===== config.mk =====
export PLATFORM = sky130hd
export DESIGN_NAME = flbci_host
export DESIGN_NICKNAME = d
export VERILOG_FILES = /design/src/hdl/flbci_pkg.sv /design/src/hdl/flbci_bus_if.sv /design/src/hdl/flbci_cycle.sv /design/src/hdl/flbci_host.sv
export SDC_FILE = /design/constraint.sdc
export NUM_CORES = 1
export LEC_CHECK = 0
export BUFFER_PORTS_ARGS = -buffer_cell sky130_fd_sc_hd__buf_4
export CAP_MARGIN = 25
export CELL_PAD_IN_SITES_DETAIL_PLACEMENT = 0
export CELL_PAD_IN_SITES_GLOBAL_PLACEMENT = 1
export CORE_MARGIN = 8
export CORE_UTILIZATION = 47
export CTS_CLUSTER_SIZE = 20
export DETAILED_ROUTE_END_ITERATION = 10
export PLACE_DENSITY = 0.85
export SYNTH_ARGS = -nofsm -noshare
export SYNTH_HDL_FRONTEND = slang
export SYNTH_HIERARCHICAL = 1
export SYNTH_SLANG_ARGS = --single-unit

===== constraint.sdc =====
create_clock -name clock -period 4.2 [get_ports clock]
set_input_delay 0.84 -clock clock [delete_from_list [all_inputs] [get_ports clock]]
set_output_delay 0.84 -clock clock [all_outputs]
set_load 0.02 [all_outputs]

===== src/hdl/flbci_pkg.sv =====
package flbci_pkg;

   ////////////////////////////////////////////////////////////////////////////////
   // Clock and timing
   localparam int CLOCK_PERIOD_PS   = 5000;
   localparam int PD_PULSE_NS       = 100;
   localparam int WAKE_TO_WRITE_NS  = 1000;
   localparam int WE_PULSE_NS       = 50;
   localparam int READ_ACCESS_NS    = 120;
   localparam int SYNC_STAGES       = 2;

   // Least times round up to whole cycles
   localparam int PD_PULSE_CYC      = (PD_PULSE_NS * 1000 + CLOCK_PERIOD_PS - 1) / CLOCK_PERIOD_PS;
   localparam int WAKE_CYC          = (WAKE_TO_WRITE_NS * 1000 + CLOCK_PERIOD_PS - 1)
                                      / CLOCK_PERIOD_PS;
   localparam int WE_PULSE_CYC      = (WE_PULSE_NS * 1000 + CLOCK_PERIOD_PS - 1) / CLOCK_PERIOD_PS;
   localparam int READ_WAIT_CYC     = (READ_ACCESS_NS * 1000 + CLOCK_PERIOD_PS - 1)
                                      / CLOCK_PERIOD_PS + SYNC_STAGES;

   ////////////////////////////////////////////////////////////////////////////////
   // Widths
   localparam int ADDR_W = 19;
   localparam int DATA_W = 16;

   ////////////////////////////////////////////////////////////////////////////////
   // Command codes
   localparam logic [15:0] CODE_READ_ARRAY   = 16'h00ff;
   localparam logic [15:0] CODE_READ_ID      = 16'h0090;
   localparam logic [15:0] CODE_READ_STATUS  = 16'h0070;
   localparam logic [15:0] CODE_CLEAR_STATUS = 16'h0050;
   localparam logic [15:0] CODE_ERASE_SETUP  = 16'h0020;
   localparam logic [15:0] CODE_CONFIRM      = 16'h00d0;
   localparam logic [15:0] CODE_WRITE_SETUP  = 16'h0040;
   localparam logic [15:0] CODE_WRITE_ALT    = 16'h0010;
   localparam logic [15:0] CODE_SUSPEND      = 16'h00b0;

   ////////////////////////////////////////////////////////////////////////////////
   // Memory map and identifier addresses
   localparam logic [18:0] TOP_BOOT_BASE     = 19'h7f000;
   localparam logic [18:0] TOP_PARAM_BASE    = 19'h78000;
   localparam logic [18:0] TOP_MAIN_LIMIT    = 19'h77fff;
   localparam logic [18:0] ID_MAKER_ADDR     = 19'h00000;
   localparam logic [18:0] ID_DEVICE_ADDR    = 19'h00001;

   ////////////////////////////////////////////////////////////////////////////////
   // User operations
   typedef enum logic [3:0] {
      OP_READ_ARRAY,
      OP_READ_STATUS,
      OP_READ_ID,
      OP_WORD_WRITE,
      OP_BLOCK_ERASE,
      OP_CLEAR_STATUS,
      OP_SUSPEND,
      OP_RESUME,
      OP_POWERDOWN
   } flbci_op_t;

endpackage : flbci_pkg

===== src/hdl/flbci_bus_if.sv =====
`timescale 1ns/1ps
interface flbci_bus_if;
   logic        req;
   logic        wr;
   logic [18:0] addr;
   logic [15:0] wdata;
   logic        done;
   logic [15:0] rdata;

   modport ctrl (output req, output wr, output addr, output wdata, input done, input rdata);
   modport eng  (input req, input wr, input addr, input wdata, output done, output rdata);
endinterface : flbci_bus_if


===== src/hdl/flbci_cycle.sv =====
`timescale 1ns/1ps
module flbci_cycle
   import flbci_pkg::*;
(
   input  wire logic        clock,
   input  wire logic        reset,
   flbci_bus_if.eng         bus,
   input  wire logic [15:0] data_lines_in,
   output logic      [18:0] address_lines,
   output logic      [15:0] data_lines_out,
   output logic             data_lines_oe,
   output logic             chip_select_n,
   output logic             output_enable_n,
   output logic             write_enable_n
);

   typedef enum logic [1:0] {E_IDLE, E_SETUP, E_STROBE, E_RECOVER} flbci_eng_t;

   flbci_eng_t  state;
   logic        is_write;
   logic [4:0]  count;
   logic [15:0] data_meta;
   logic [15:0] data_sync;
   logic        count_zero;

   assign count_zero = (count == 5'h00);

   ////////////////////////////////////////////////////////////////////////////////
   // Data lines come from another chip: two stages before use
   always_ff @(posedge clock or posedge reset) begin
      if (reset) begin
         data_meta <= 16'h0000;
         data_sync <= 16'h0000;
      end else begin
         data_meta <= data_lines_in;
         data_sync <= data_meta;
      end
   end

   ////////////////////////////////////////////////////////////////////////////////
   // One bus cycle per request; OE and WE are never low together
   always_ff @(posedge clock or posedge reset) begin
      if (reset) begin
         state           <= E_IDLE;
         is_write        <= 1'b0;
         count           <= 5'h00;
         address_lines   <= 19'h00000;
         data_lines_out  <= 16'h0000;
         data_lines_oe   <= 1'b0;
         chip_select_n   <= 1'b1;
         output_enable_n <= 1'b1;
         write_enable_n  <= 1'b1;
         bus.done        <= 1'b0;
         bus.rdata       <= 16'h0000;
      end else begin
         bus.done <= 1'b0;
         case (state)
            E_IDLE: begin
               if (bus.req) begin
                  is_write       <= bus.wr;
                  address_lines  <= bus.addr;
                  data_lines_out <= bus.wdata;
                  data_lines_oe  <= bus.wr;
                  chip_select_n  <= 1'b0;
                  state          <= E_SETUP;
               end
            end
            E_SETUP: begin
               if (is_write) begin
                  write_enable_n <= 1'b0;
                  count          <= 5'(WE_PULSE_CYC - 1);
               end else begin
                  output_enable_n <= 1'b0;
                  count           <= 5'(READ_WAIT_CYC - 1);
               end
               state <= E_STROBE;
            end
            E_STROBE: begin
               if (count_zero) begin
                  // WE rises before CE so WE's edge latches the word
                  write_enable_n  <= 1'b1;
                  output_enable_n <= 1'b1;
                  if (!is_write) begin
                     bus.rdata <= data_sync;
                  end
                  state <= E_RECOVER;
               end else begin
                  count <= count - 5'h01;
               end
            end
            E_RECOVER: begin
               // CE rises one cycle later, data held across the WE edge
               chip_select_n <= 1'b1;
               data_lines_oe <= 1'b0;
               bus.done      <= 1'b1;
               state         <= E_IDLE;
            end
            default: state <= E_IDLE;
         endcase
      end
   end

endmodule : flbci_cycle


===== src/hdl/flbci_host.sv =====
`timescale 1ns/1ps
// Functional notes
// - Setup write then confirm or data write
// - Read with CE, OE low, WE, reset high
// - Power-down: reset input low at least 100 ns
// - No command before wake-to-write time elapses
// - Write only with WE and CE active
// - Erase and write carry target addresses
// - Word write setup codes 40h or 10h
// - Erase setup 20h then confirm d0h
module flbci_host
   import flbci_pkg::*;
(
   input  wire logic        clock,
   input  wire logic        reset,
   input  wire logic        cmd_valid,
   output logic             cmd_ready,
   input  wire logic [3:0]  cmd_op,
   input  wire logic [18:0] cmd_addr,
   input  wire logic [15:0] cmd_data,
   output logic             resp_valid,
   output logic      [15:0] resp_data,
   output logic             flash_busy,
   output logic             powered_down,
   output logic      [18:0] address_lines,
   output logic      [15:0] data_lines_out,
   output logic             data_lines_oe,
   input  wire logic [15:0] data_lines_in,
   output logic             chip_select_n,
   output logic             output_enable_n,
   output logic             write_enable_n,
   output logic             reset_powerdown_n,
   input  wire logic        ready_busy_n
);

   typedef enum logic [2:0] {
      M_PD_HOLD,
      M_WAKE,
      M_IDLE,
      M_FIRST,
      M_SECOND,
      M_READ,
      M_WAIT
   } flbci_state_t;

   flbci_state_t state;
   flbci_state_t after_wait;
   flbci_op_t    op;
   logic [18:0]  addr;
   logic [15:0]  wdata;
   logic [8:0]   count;
   logic         rb_meta;
   logic         rb_sync;

   // Engine handshake: one request pulse in, one done pulse out per bus cycle
   flbci_bus_if  bus ();

   ////////////////////////////////////////////////////////////////////////////////
   // Ready/busy arrives from the device: two stages before use
   always_ff @(posedge clock or posedge reset) begin
      if (reset) begin
         rb_meta <= 1'b1;
         rb_sync <= 1'b1;
      end else begin
         rb_meta <= ready_busy_n;
         rb_sync <= rb_meta;
      end
   end

   assign flash_busy = ~rb_sync;

   ////////////////////////////////////////////////////////////////////////////////
   // Operation decode
   wire       op_is_read    = (op == OP_READ_ARRAY) || (op == OP_READ_STATUS)
                              || (op == OP_READ_ID);
   wire       op_two_writes = (op == OP_WORD_WRITE) || (op == OP_BLOCK_ERASE);
   wire       accept        = cmd_valid && cmd_ready;
   wire       count_zero    = (count == 9'h000);

   // Every read is preceded by its mode command, so the host never tracks
   // which read mode the device was left in; this costs one write cycle
   wire [15:0] first_code =
      (op == OP_READ_ARRAY)   ? CODE_READ_ARRAY   :
      (op == OP_READ_STATUS)  ? CODE_READ_STATUS  :
      (op == OP_READ_ID)      ? CODE_READ_ID      :
      (op == OP_WORD_WRITE)   ? CODE_WRITE_SETUP  :
      (op == OP_BLOCK_ERASE)  ? CODE_ERASE_SETUP  :
      (op == OP_CLEAR_STATUS) ? CODE_CLEAR_STATUS :
      (op == OP_SUSPEND)      ? CODE_SUSPEND      : CODE_CONFIRM;

   // Erase confirm carries the code, word write carries the user's word
   wire [15:0] second_data = (op == OP_WORD_WRITE) ? wdata : CODE_CONFIRM;

   // Commands are accepted only once the wake interval is over
   assign cmd_ready    = (state == M_IDLE);
   assign powered_down = ~reset_powerdown_n;

   ////////////////////////////////////////////////////////////////////////////////
   // Command sequencer
   always_ff @(posedge clock or posedge reset) begin
      if (reset) begin
         // Hold the device in reset after our own reset as well
         state             <= M_PD_HOLD;
         after_wait        <= M_IDLE;
         op                <= OP_READ_ARRAY;
         addr              <= 19'h00000;
         wdata             <= 16'h0000;
         count             <= 9'(PD_PULSE_CYC - 1);
         reset_powerdown_n <= 1'b0;
         resp_valid        <= 1'b0;
         resp_data         <= 16'h0000;
         bus.req           <= 1'b0;
         bus.wr            <= 1'b0;
         bus.addr          <= 19'h00000;
         bus.wdata         <= 16'h0000;
      end else begin
         bus.req    <= 1'b0;
         resp_valid <= 1'b0;
         case (state)
            M_PD_HOLD: begin
               // The hold length sets the deep power-down minimum pulse
               if (count_zero) begin
                  reset_powerdown_n <= 1'b1;
                  count             <= 9'(WAKE_CYC - 1);
                  state             <= M_WAKE;
               end else begin
                  count <= count - 9'h001;
               end
            end
            M_WAKE: begin
               if (count_zero) begin
                  state <= M_IDLE;
               end else begin
                  count <= count - 9'h001;
               end
            end
            M_IDLE: begin
               if (accept) begin
                  op    <= flbci_op_t'(cmd_op);
                  addr  <= cmd_addr;
                  wdata <= cmd_data;
                  state <= M_FIRST;
               end
            end
            M_FIRST: begin
               if (op == OP_POWERDOWN) begin
                  // Aborts any running operation in the device
                  reset_powerdown_n <= 1'b0;
                  count             <= 9'(PD_PULSE_CYC - 1);
                  resp_valid        <= 1'b1;
                  state             <= M_PD_HOLD;
               end else begin
                  bus.req    <= 1'b1;
                  bus.wr     <= 1'b1;
                  bus.addr   <= addr;
                  bus.wdata  <= first_code;
                  after_wait <= op_two_writes ? M_SECOND : (op_is_read ? M_READ : M_IDLE);
                  state      <= M_WAIT;
               end
            end
            M_SECOND: begin
               bus.req    <= 1'b1;
               bus.wr     <= 1'b1;
               bus.addr   <= addr;
               bus.wdata  <= second_data;
               after_wait <= M_IDLE;
               state      <= M_WAIT;
            end
            M_READ: begin
               bus.req    <= 1'b1;
               bus.wr     <= 1'b0;
               bus.addr   <= addr;
               after_wait <= M_IDLE;
               state      <= M_WAIT;
            end
            M_WAIT: begin
               // Only the last bus cycle of an operation answers the user
               if (bus.done) begin
                  state <= after_wait;
                  if (after_wait == M_IDLE) begin
                     resp_valid <= 1'b1;
                     resp_data  <= bus.rdata;
                  end
               end
            end
            default: state <= M_IDLE;
         endcase
      end
   end

   ////////////////////////////////////////////////////////////////////////////////
   // Pin-level bus cycles
   // Strobes stay registered here, so no glitch reaches the device pins
   flbci_cycle u_cycle (
      .clock           (clock),
      .reset           (reset),
      .bus             (bus.eng),
      .data_lines_in   (data_lines_in),
      .address_lines   (address_lines),
      .data_lines_out  (data_lines_out),
      .data_lines_oe   (data_lines_oe),
      .chip_select_n   (chip_select_n),
      .output_enable_n (output_enable_n),
      .write_enable_n  (write_enable_n)
   );

endmodule : flbci_host


---- Yosys cells after proc, flatten, opt, wreduce, memory -nomap -nowiden ----
Index checks and enable logic that the tools add are counted.
storage, ports and cells
  output and inout bits ................... 60
  memories ................................ 0
  latch bits .............................. 0
  input port bits ......................... 59
  memory bits (read-only) ................. 0
  memory bits (writable) .................. 0
  flip-flop bits (word level) ............. 207
operators by class
  multiply operators ...................... 0
  reductions and logical operators ........ 32
  bitwise logic cells ..................... 3
  muxes and demuxes ....................... 53
  equality and inequality tests ........... 29
  $lt $le $gt $ge ......................... 0
  divide/modulo/power cells ............... 0
  shift operators ......................... 0
  add/subtract/negate cells ............... 2
operators by type and width
  cell                                              count
  two-way mux 8 bit                                 6
  case mux 19 bit (2 select lines)                  1
  two-way mux 16 bit                                2
  case mux 16 bit (2 select lines)                  1
  two-way mux 9 bit                                 3
  case mux 9 bit (3 select lines)                   1
  two-way mux 3 bit                                 8
  two-way mux 19 bit                                1
  case mux 3 bit (6 select lines)                   1
  AND reduction 3 bit                               6
  != test 2 bit, second input constant              8
  AND reduction 2 bit                               8
  case mux 1 bit (2 select lines)                   7
  two-way mux 1 bit                                 13
  == test 4 x 3 -> 1 bit, second input constant     3
  two-way mux 5 bit                                 2
  case mux 5 bit (2 select lines)                   1
  nonzero test 2 bit                                5
  == test 3 x 2 -> 1 bit, second input constant     3
  == test 3 bit, second input constant              3
  logical NOT 9 bit                                 1
  subtractor 9 x 1 -> 9 bit, second input constant  1
  == test 4 x 2 -> 1 bit, second input constant     2
  != test 2 x 1 -> 1 bit, second input constant     4
  21 further kinds                                  28

---- Logic depth before layout (Yosys ltp) ----
Gate-level depths: netlist of run 1.
  word-level depth ........................ 10
  gate-level depth with buffers ........... 7
  mapped depth without buffers ............ 6

---- By module ----
Netlist of run 1, hierarchy kept.
modules (own cells, without submodules)
  module       times used  area each (sq um)  cells an instance  sequential area each (sq um)
  flbci_host   1           4654.5             346                2785.2
  flbci_cycle  1           3442.1             211                2406.1

---- Least setup slack after synthesis of run 1 ----
OpenSTA, ideal clock, no wires.
  kind .................................... reg2reg
  start point ............................. register u_cycle.count[0]
  end point ............................... register u_cycle.bus.rdata[0]
  setup time .............................. 125 ps
  path slack .............................. 2087 ps
  period minus slack after synthesis ...... 2113 ps
  required time ........................... 4075 ps
  buffers on the path ..................... 2
  cell stages (with the launch flop) ...... 8
  data arrival time ....................... 1988 ps
  cells stage by stage .................... dfrtp_1 > inv_1 > ha_1 > or4b_4 > or3_1 > buf_6 > buf_12 > mux2_4
on the way
  cells in the longest elaborated chain, start to end .. 2
ends and longest elaborated chain
  what                                  RTL line            RTL
  from (decl)                           flbci_cycle.sv:21   logic [4:0] count;
  from (signal assigned)                flbci_cycle.sv:71   count <= 5'(WE_PULSE_CYC - 1);
  from (signal assigned)                flbci_cycle.sv:74   count <= 5'(READ_WAIT_CYC - 1);
  from (signal assigned)                flbci_cycle.sv:88   count <= count - 5'h01;
  logical NOT 5 bit                     flbci_cycle.sv:26   assign count_zero = (count == 5'h00);
  AND reduction 3 bit (no source line)  n/a
  to (signal assigned)                  flbci_cycle.sv:84   bus.rdata <= data_sync;
  to (decl)                             flbci_bus_if.sv:11  modport eng (input req, input wr, input addr, input wdata, output done, output rdata);
Every way passes these cells.
A chain may end at the register's enable or synchronous reset.

---- Worst setup path after layout of run 1 ----
  start point ............................. register u_cycle.count[0]
  end point ............................... register u_cycle.bus.rdata[5]
The elaborated chain is that of the path after synthesis.

==> results.txt, run 1 <==
NumNets Final = 748
crit path cell chain = inv_1 -> ha_1 -> or4b_4 -> or3_1 -> mux2_4
leakage power = 4.65 nW
CTS root buf = clkbuf_16
critical setup path kind = register to register
worst-path maximum fanout = 16
CTS resizes = 0
synth warn = 6
Total GRT Usage = 15.9%
Tmin final = 2.49 ns
Synth Flop Type = dfrtp_1
Final Hold Fails = 0
PortBufs = 118
max-slew violations = 0
Slew headroom = 33.5%
Synth top area share = 61.2%
full die area = 0.0217 mm^2
Post-CTS Setup Inserts = 0
critical path required time = 4.58 ns
CP arrival = 2.87 ns
status = finished clean
diode count = 0
placed inst area = 0.00921 mm^2
Fill cells = 1357
CP startpoint kind = register
Post-synth EDFFs = 0
wirelength, routed = 16900 um
Worst Slack Setup Final = 1.71 ns
first-pass GRT wire length = 28200 um
CP top delay family = simple AND/OR/NAND/NOR gates
drt initial violations = 224
maximum buffer depth of the clock tree = 3
Async SR Flop Fraction = 100%
Max-Cap Viols = 0
drc violations = 0
vias per inst = 5.31
top post-synthesis cells by area = dfrtp_1 61%, mux2_2 16%, dfstp_2 2.9%
gp weighted congestion = 0.847
Clock transition at path regs = 0.06 ns
Cell Area, Synth = 0.00810 mm^2
Distinct cells, synth = 66
Worst path max stage delay = 0.72 ns
Antenna Nets Post-Route = 0
period utilization = 59.2%
die height = 147 um
slew of the pin with the lowest slew margin = 0.997 ns
core area = 0.0171 mm^2
pre-CTS setup slack = 1.73 ns
vias = 4900
1st-pass router iterations = 4
grt ovf = 0
RSZ-0062 raised after global routing = no
Setup violations, final = 0
Top-Level Pins = 119
# H-tree levels = 1
Mapped Nets = 624
register area share after synthesis = 64.1%
average wire per standard cell = 18.3 um
initial core utilization = 47.5%
HP Class = register to register
Worst-Skew Late Latency = 0.50 ns
Final Instance Area = 0.00996 mm^2
fraction of final layout cells sized beyond drive strength 1 = 45.3%
VDD IR max = 462 uV
hold_buf cts = 0
worst clock skew = 0.0117 ns
vias in the first global route = 5509
CP endpoint kind = register
Cell Pwr Density = 750 mW/mm^2
Yosys reg bits = 207
pin count of the biggest net entering global routing = 61
post-layout util = 58.4%
WP buf/inv = 1
CTS sink count = 207
Syn Area/Cell = 14.5 um^2
chip width = 147 um
maximum clock frequency = 402 MHz
crit path max-delay cell type = or3_1
post-DP HPWL = 11600 um
Syn-to-layout area delta = 23.1%
CTS tree = done
Synth area leader = dfrtp_1
Synth Instances = 557
row count = 48
Setup TNS Final = 0 ns
CTS buffer count = 22
antenna violations before repair = 0
cell families after synthesis:
group | count (synthesis) | share of synthesized area (%)
muxes | 131 | 18.7
buffers and inverters | 44 | 2.60
AOI/OAI and AO/OA | 78 | 6.88
and+or+nand+nor | 89 | 6.48
adders and majority gates | 8 | 1.24
DFF | 207 | 64.1
routing by layer:
metal  GRT usage [%]  vias to the layer above  share of wire (%)
li1                -                     2234                  -
met1            19.0                     2525                 41
met2            27.2                      113                 51
met3            4.80                       28                6.4
met4            4.79                        0                1.7
met5               0                        -                  0
cells in the final DEF (no fill, tap or decap), drive strengths merged, types with 3 or more instances in the layout:
cell / synthesis / routed
clkbuf: 6 / 36
nor2: 20 / 20
nand2b: 4 / 4
nand2: 24 / 24
nor4b: 3 / 3
nand3b: 3 / 3
nor3: 4 / 4
a31oi: 6 / 6
o21ai: 13 / 13
dfrtp: 198 / 198
nor3b: 3 / 3
mux2: 129 / 129
nor4: 5 / 5
o31ai: 3 / 3
a21oi: 19 / 19
ha: 8 / 8
a22o: 11 / 11
buf: 17 / 123
o211ai: 4 / 4
or3b: 3 / 3
or3: 3 / 3
a21o: 3 / 3
dfstp: 9 / 9
nand3: 3 / 3
inv: 21 / 21
worst paths after layout:
check	cells past startpoint	start	slack (ns)	endpoint
worst max-delay path	5	u_cycle/count[0]$_DFFE_PP0P_	1.71	u_cycle/bus.rdata[5]$_DFFE_PP0P_
min in group asynchronous	2	reset	0.39	u_cycle/data_sync[1]$_DFF_PP0_
max in group asynchronous	3	reset	2.77	count[0]$_DFFE_PP1P_
worst min register to register	0	u_cycle/data_meta[5]$_DFF_PP0_	0.35	u_cycle/data_sync[5]$_DFF_PP0_
worst min-delay path	0	u_cycle/data_meta[5]$_DFF_PP0_	0.35	u_cycle/data_sync[5]$_DFF_PP0_
worst max register to register	5	u_cycle/count[0]$_DFFE_PP0P_	1.71	u_cycle/bus.rdata[5]$_DFFE_PP0P_
cell type report:
class                           count  area [um^2]  share of cell area (%)
Inverter                           21         83.8                   0.841
Multi-Input combinational cell    306         2700                    27.1
Timing Repair Buffer              123          951                    9.54
Clock inverter                      4         70.1                   0.703
Clock buffer                       36          684                    6.87
Sequential cell                   207         5190                    52.1
Tap cell                          225          282                    2.83
per-stage QoR:
step | std cells | hold slack, ns | power, mW
after floorplan | 557 | 0.331 | 4.73
after global placement | 880 | 0.333 | 5.38
after detailed placement | 882 | 0.335 | 5.53
after CTS | 922 | 0.350 | 7.55
after global routing | 922 | 0.352 | 7.90
final | 922 | 0.346 | 7.47
flip-flops by register name, indices dropped and copies added (netlist names), 2 cells and up:
register / flops
bus.addr: 19
u_cycle/data_lines_out: 16
u_cycle/data_meta: 16
op: 4
wdata: 16
u_cycle/data_sync: 16
u_cycle/bus.rdata: 16
count: 9
u_cycle/state: 2
u_cycle/address_lines: 19
u_cycle/count: 5
after_wait: 3
addr: 19
state: 3
bus.wdata: 16
resp_data: 16
report_power, final:
| part | switching [mW] | internal [mW] | total, mW |
|---|---|---|---|
| Sequential | 0.503 | 2.68 | 3.18 |
| Clock | 0.753 | 1.23 | 1.99 |
| Combinational | 1.13 | 1.18 | 2.30 |
cells in the mapped netlist, drive strengths merged, types with 2 or more instances:
cell,n
o21ai,13
o32ai,2
nand3b,3
o31ai,3
clkbuf,6
mux2,129
a31oi,6
a21o,3
or3,3
or3b,3
nor4,5
o21a,2
a22o,11
or4b,2
nor3b,3
buf,17
nor2b,2
nand2,24
inv,21
o211ai,4
and3,2
or4,2
and2,2
a21oi,19
dfstp,9
a211o,2
dfrtp,198
nor4b,3
nand2b,4
ha,8
mux2i,2
nor2,20
nand3,3
nor3,4
o311ai,2
Power figures use the tool's default switching activity.
==> run 2, diff against run 1 <==
- clock period: 4.2 -> 2.5 ns (I/O delays scaled with it)
==> run 2 against run 1 <==
Net effect: first-iteration DRC count is 19% lower; global-route usage is 0.20 points lower; non-clock buffer count is 10 higher; critical path depth is 1 higher; largest cell class unchanged; count of clock-buffer cells in the layout is 4 lower; highest routed layer unchanged; cell count is 1.1% higher; worst setup slack worse by 1.5 ns; critical path type unchanged; register-to-register slack worse by 1.5 ns; die area stayed put; clock power is 61% higher; largest power group unchanged; via count is 0.86% higher.
==> results.txt, run 2 (same netlist as run 1, synthesis figures left out) <==
Setup violations, final = 0 (unchanged)
Worst-Skew Late Latency = 0.51 ns (about the same)
Tmin final = 2.25 ns (-0.240 ns)
placed insts = 891 (+1.0%)
row count = 48 (unchanged)
antenna violations before repair = 0 (unchanged)
drc violations = 0 (unchanged)
WP buf/inv = 2 (+1)
Top-Level Pins = 119 (unchanged)
post-layout util = 58.9% (+0.51 points)
Worst path max stage delay = 0.51 ns (-0.21 ns)
CP top delay family = simple AND/OR/NAND/NOR gates
initial core utilization = 47.5% (unchanged)
largest registers = addr: 19 flops, bus.addr: 19 flops, u_cycle/address_lines: 19 flops
leakage power = 4.69 nW (+0.80%)
fin cells = 932 (+1.1%)
fraction of final layout cells sized beyond drive strength 1 = 46.5% (+1.2 points)
maximum clock frequency = 445 MHz (+11%)
diode count = 0 (unchanged)
Clock transition at path regs = 0.06 ns (about the same)
die height = 147 um (unchanged)
Multi-input gate area = 0.00270 mm^2 (unchanged)
drt initial violations = 181 (-19%)
GR peak layer = met2
global-route met2 utilization = 26.4% (-0.78 points)
CTS root buf = clkbuf_16
worst-path maximum fanout = 16 (unchanged)
CP arrival = 2.63 ns (-0.24 ns)
Final Hold Fails = 0 (unchanged)
HP Class = input port to register
Overall Power = 12.5 mW (+67%)
1st-pass router iterations = 4 (unchanged)
crit path cell chain = inv_1 -> ha_1 -> or4b_4 -> or3_1 -> buf_4 -> mux2_4
Syn-to-layout area delta = 24.2%
max-slew violations = 0 (unchanged)
Post-CTS Setup Inserts = 0 (unchanged)
vias = 4942 (+0.86%)
crit path max-delay cell type = or4b_4
# H-tree levels = 1 (unchanged)
Fill cells = 1353 (-0.29%)
Cell Pwr Density = 1240 mW/mm^2 (+65%)
wirelength, routed = 16600 um (-1.5%)
period utilization = 89.9% (+31 points)
gp weighted congestion = 0.862 (+1.8%)
core area = 0.0171 mm^2 (unchanged)
Worst Slack Setup Final = 0.252 ns (-1.46 ns)
CTS sink count = 207 (unchanged)
sequential cell area = 0.00519 mm^2 (unchanged)
average wire per standard cell = 17.9 um (-2.5%)
slew of the pin with the lowest slew margin = 0.696 ns (-0.301 ns)
Antenna Nets Post-Route = 0 (unchanged)
CTS resizes = 0 (unchanged)
critical path required time = 2.89 ns (-1.69 ns)
met1 Track Usage GR = 19.2% (+0.27 points)
worst clock skew = 0.0187 ns (+0.00702 ns)
Slew headroom = 52.9% (+19 points)
RSZ-0062 raised after global routing = no
NumNets Final = 758 (+1.3%)
chip width = 147 um (unchanged)
PortBufs = 118 (unchanged)
commonest non-fill, non-tap cell in the layout = dfrtp_1
full die area = 0.0217 mm^2 (unchanged)
vias per inst = 5.30 (-0.23%)
CP startpoint kind = register
CP endpoint kind = register
critical setup path kind = register to register
commonest non-fill, non-tap cells in the layout = 198 x dfrtp_1, 128 x buf_4, 118 x mux2_2
maximum buffer depth of the clock tree = 3 (unchanged)
vias in the first global route = 5540 (+0.56%)
GR Layer Usage met3 = 4.40% (-0.40 points)
post-DP HPWL = 11600 um (about the same)
CTS buffer count = 22 (unchanged)
grt ovf = 0 (unchanged)
pin count of the biggest net entering global routing = 67 (+9.8%)
Total GRT Usage = 15.7% (-0.20 points)
VDD IR max = 696 uV (+51%)
status = finished clean
CTS tree = done
first-pass GRT wire length = 28200 um (-0.17%)
Max-Cap Viols = 0 (unchanged)
pre-CTS setup slack = 0.303 ns (-1.43 ns)
Setup TNS Final = 0 ns (unchanged)
## run 2: layout make-up
cell class | instances | area share, %
clock buffer | 32 | 6.55
clock inverter | 8 | 0.809
inverter | 21 | 0.859
multi-input combinational | 306 | 26.9
sequential | 207 | 51.6
tap | 225 | 2.80
timing repair buffer | 133 | 10.5
## run 2: per-stage QoR
stage / instance area [um^2] / hold WS, ns
detailed placement: 9300 / 0.340
global route: 10100 / 0.0731
CTS: 10100 / 0.0784
floorplan: 8100 / 0.331
global placement: 9300 / 0.333
finish: 10100 / 0.0984
## run 2: path summary, 6_finish.rpt
kind	from	to	slack (ns)	cells past startpoint
min in group asynchronous	reset	u_cycle/address_lines[12]$_DFFE_PP0P_	0.55	3
worst max register to register	u_cycle/count[0]$_DFFE_PP0P_	u_cycle/bus.rdata[7]$_DFFE_PP0P_	0.25	6
worst min-delay path	data_lines_in[7]	u_cycle/data_meta[7]$_DFF_PP0_	0.1	1
worst max-delay path	u_cycle/count[0]$_DFFE_PP0P_	u_cycle/bus.rdata[7]$_DFFE_PP0P_	0.25	6
worst min register to register	u_cycle/data_meta[12]$_DFF_PP0_	u_cycle/data_sync[12]$_DFF_PP0_	0.35	0
max in group asynchronous	reset	count[1]$_DFFE_PP1P_	1.13	4
## run 2: metal layers
layer	share of wire, %	vias to the layer above
li1	-	2259
met1	42	2525
met2	50	125
met3	6.3	33
met4	2.2	0
met5	0	-
## run 2: worst register-to-register path, stage by stage, from the launching register on
cell and delay [ns]:
dfrtp_1 0.41, inv_1 0.10, ha_1 0.22, or4b_4 0.51, or3_1 0.32, buf_4 0.23
mux2_4 0.34
## run 2: power breakdown
| part | switching (mW) | internal [mW] | total (mW) |
|---|---|---|---|
| combinational | 1.91 | 2.02 | 3.93 |
| sequential | 0.823 | 4.51 | 5.33 |
| clock | 1.27 | 1.94 | 3.20 |
| total | 4.00 | 8.46 | 12.5 |
## run 2: timing repair
item,4_1_cts,5_1_grt
hold endpoints to repair,12,0
endpoints found under the setup margin,0,0
hold buffers,1,0
==> run 3, diff against run 2 <==
- ABC_CLOCK_PERIOD_IN_PS: default -> 2500
- BUFFER_PORTS_ARGS: -buffer_cell sky130_fd_sc_hd__buf_4 -> default
- CORE_UTILIZATION: 47 -> 52
- DONT_BUFFER_PORTS: default -> 1
==> run 3 against run 2 <==
Net effect: first-iteration DRC count is 40% higher; critical path depth is the same; largest power group unchanged; critical endpoint is now u_cycle/bus.rdata[5]$_DFFE_PP0P_; routed wire length down 1.2%; combinational power is 21% lower; clock power grew 1%.
==> results.txt, run 3 (same netlist as run 1, synthesis figures left out) <==
Cell Pwr Density = 1320 mW/mm^2 (+6.1%)
pre-CTS setup slack = 0.294 ns (-0.00867 ns)
HP Class = input port to register
slew of the pin with the lowest slew margin = 0.723 ns (+0.0265 ns)
hold slack = 0.0338 ns (-0.0646 ns)
Max-Cap Viols = 0 (unchanged)
antenna violations before repair = 4 (+4)
critical setup path kind = register to register
# H-tree levels = 1 (unchanged)
Worst path max stage delay = 0.51 ns (about the same)
fraction of final layout cells sized beyond drive strength 1 = 35.3% (-11 points)
vias = 4565 (-7.6%)
worst clock skew = 0.0145 ns (-0.00421 ns)
max-slew violations = 0 (unchanged)
commonest non-fill, non-tap cell in the layout = dfrtp_1
Worst Slack Setup Final = 0.233 ns (-0.0192 ns)
Setup violations, final = 0 (unchanged)
worst-path maximum fanout = 16 (unchanged)
critical path required time = 2.87 ns (-0.02 ns)
CTS tree = done
maximum clock frequency = 441 MHz (-0.85%)
1st-pass router iterations = 4 (unchanged)
initial core utilization = 53.3% (+5.8 points)
full die area = 0.0198 mm^2 (-8.6%)
Setup TNS Final = 0 ns (unchanged)
commonest non-fill, non-tap cells in the layout = 198 x dfrtp_1, 118 x mux2_2, 23 x clkbuf_16
CP arrival = 2.64 ns (about the same)
drt initial violations = 254 (+40%)
placed insts = 739 (-17%)
PortBufs = 0 (-100%)
CTS root buf = clkbuf_16
Final Hold Fails = 0 (unchanged)
grt ovf = 0 (unchanged)
CP endpoint kind = register
period utilization = 90.7% (+0.77 points)
chip width = 141 um (-4.4%)
CTS sink count = 207 (unchanged)
status = finished clean
Final Instance Area = 0.00917 mm^2 (-8.7%)
Tmin final = 2.27 ns (+0.0192 ns)
VDD IR max = 671 uV (-3.6%)
leakage power = 4.12 nW (-12%)
Fill cells = 1146 (-15%)
vias per inst = 5.85 (+10%)
gp weighted congestion = 0.818 (-5.1%)
Top-Level Pins = 119 (unchanged)
crit path cell chain = inv_1 -> ha_1 -> or4b_4 -> or3_1 -> buf_4 -> mux2_4
average wire per standard cell = 21.0 um (+18%)
die height = 141 um (-4.4%)
crit path max-delay cell type = or4b_4
maximum buffer depth of the clock tree = 3 (unchanged)
Antenna Nets Post-Route = 0 (unchanged)
FF-to-FF End = u_cycle/bus.rdata[5]$_DFFE_PP0P_
Slew headroom = 51.7% (-1.2 points)
R2R cell count = 6 (unchanged)
WP buf/inv = 2 (unchanged)
Worst-Skew Late Latency = 0.49 ns (-0.02 ns)
row count = 45 (-6.3%)
RSZ-0062 raised after global routing = no
Post-CTS Setup Inserts = 0 (unchanged)
largest registers = addr: 19 flops, bus.addr: 19 flops, u_cycle/address_lines: 19 flops
CP top delay family = simple AND/OR/NAND/NOR gates
Clock transition at path regs = 0.06 ns (about the same)
Overall Power = 12.1 mW (-3.1%)
fin cells = 781 (-16%)
post-layout util = 60.3% (+1.4 points)
placed inst area = 0.00842 mm^2 (-9.5%)
R2R Path Start = u_cycle/count[0]$_DFFE_PP0P_
post-DP HPWL = 11400 um (-1.4%)
first-pass GRT wire length = 27100 um (-3.7%)
Crit. path cell count = 6 (unchanged)
Total GRT Usage = 16.9% (+1.2 points)
internal reg-to-reg setup slack = 0.23 ns (-0.02 ns)
crit path from = u_cycle/count[0]$_DFFE_PP0P_
wirelength, routed = 16400 um (-1.2%)
core area = 0.0152 mm^2 (-11%)
crit path to = u_cycle/bus.rdata[5]$_DFFE_PP0P_
CTS buffer count = 22 (unchanged)
CTS resizes = 0 (unchanged)
drc violations = 0 (unchanged)
pin count of the biggest net entering global routing = 49 (-27%)
vias in the first global route = 5058 (-8.7%)
CP startpoint kind = register
Syn-to-layout area delta = 13.3%
NumNets Final = 644 (-15%)
run 3: power breakdown:
part / internal [mW] / total [mW] / switching (mW) / leakage, nW
sequential: 4.50 / 5.73 / 1.23 / 2.53
clock: 1.99 / 3.24 / 1.25 / 0.355
combinational: 1.66 / 3.10 / 1.44 / 1.24
run 3: cell type report:
class	instances	area [um^2]	share of cell area (%)
diodes	1	2.50	0.0273
flip-flops and latches	207	5190	56.6
repair buffers	19	223	2.43
multi-input cells	306	2700	29.5
inverters	21	86.3	0.941
clock buffers	33	643	7.01
well taps	188	235	2.56
clock inverters	6	90.1	0.982
run 3: how the worst min path moves through the flow:
stage	cells after the start	start	slack, ns	to
finish	0	data_lines_in[1]	0.03	u_cycle/data_meta[1]$_DFF_PP0_
global placement	0	u_cycle/data_meta[15]$_DFF_PP0_	0.33	u_cycle/data_sync[15]$_DFF_PP0_
floorplan	0	u_cycle/data_meta[0]$_DFF_PP0_	0.33	u_cycle/data_sync[0]$_DFF_PP0_
CTS	0	data_lines_in[7]	0.01	u_cycle/data_meta[7]$_DFF_PP0_
global route	0	data_lines_in[7]	0.007	u_cycle/data_meta[7]$_DFF_PP0_
detailed placement	0	u_cycle/data_meta[7]$_DFF_PP0_	0.34	u_cycle/data_sync[7]$_DFF_PP0_
run 3: routing by layer:
layer  track usage, %  part of all wire (%)
met4             4.64                   2.1
met3             6.85                   9.3
met5                0                  0.27
met2             28.5                    49
met1             19.7                    39
run 3: repair_timing:
| item | in CTS | in global routing |
|---|---|---|
| hold buffers | 2 | 0 |
| hold endpoints to repair | 20 | 0 |
| setup endpoints to repair | 0 | 0 |
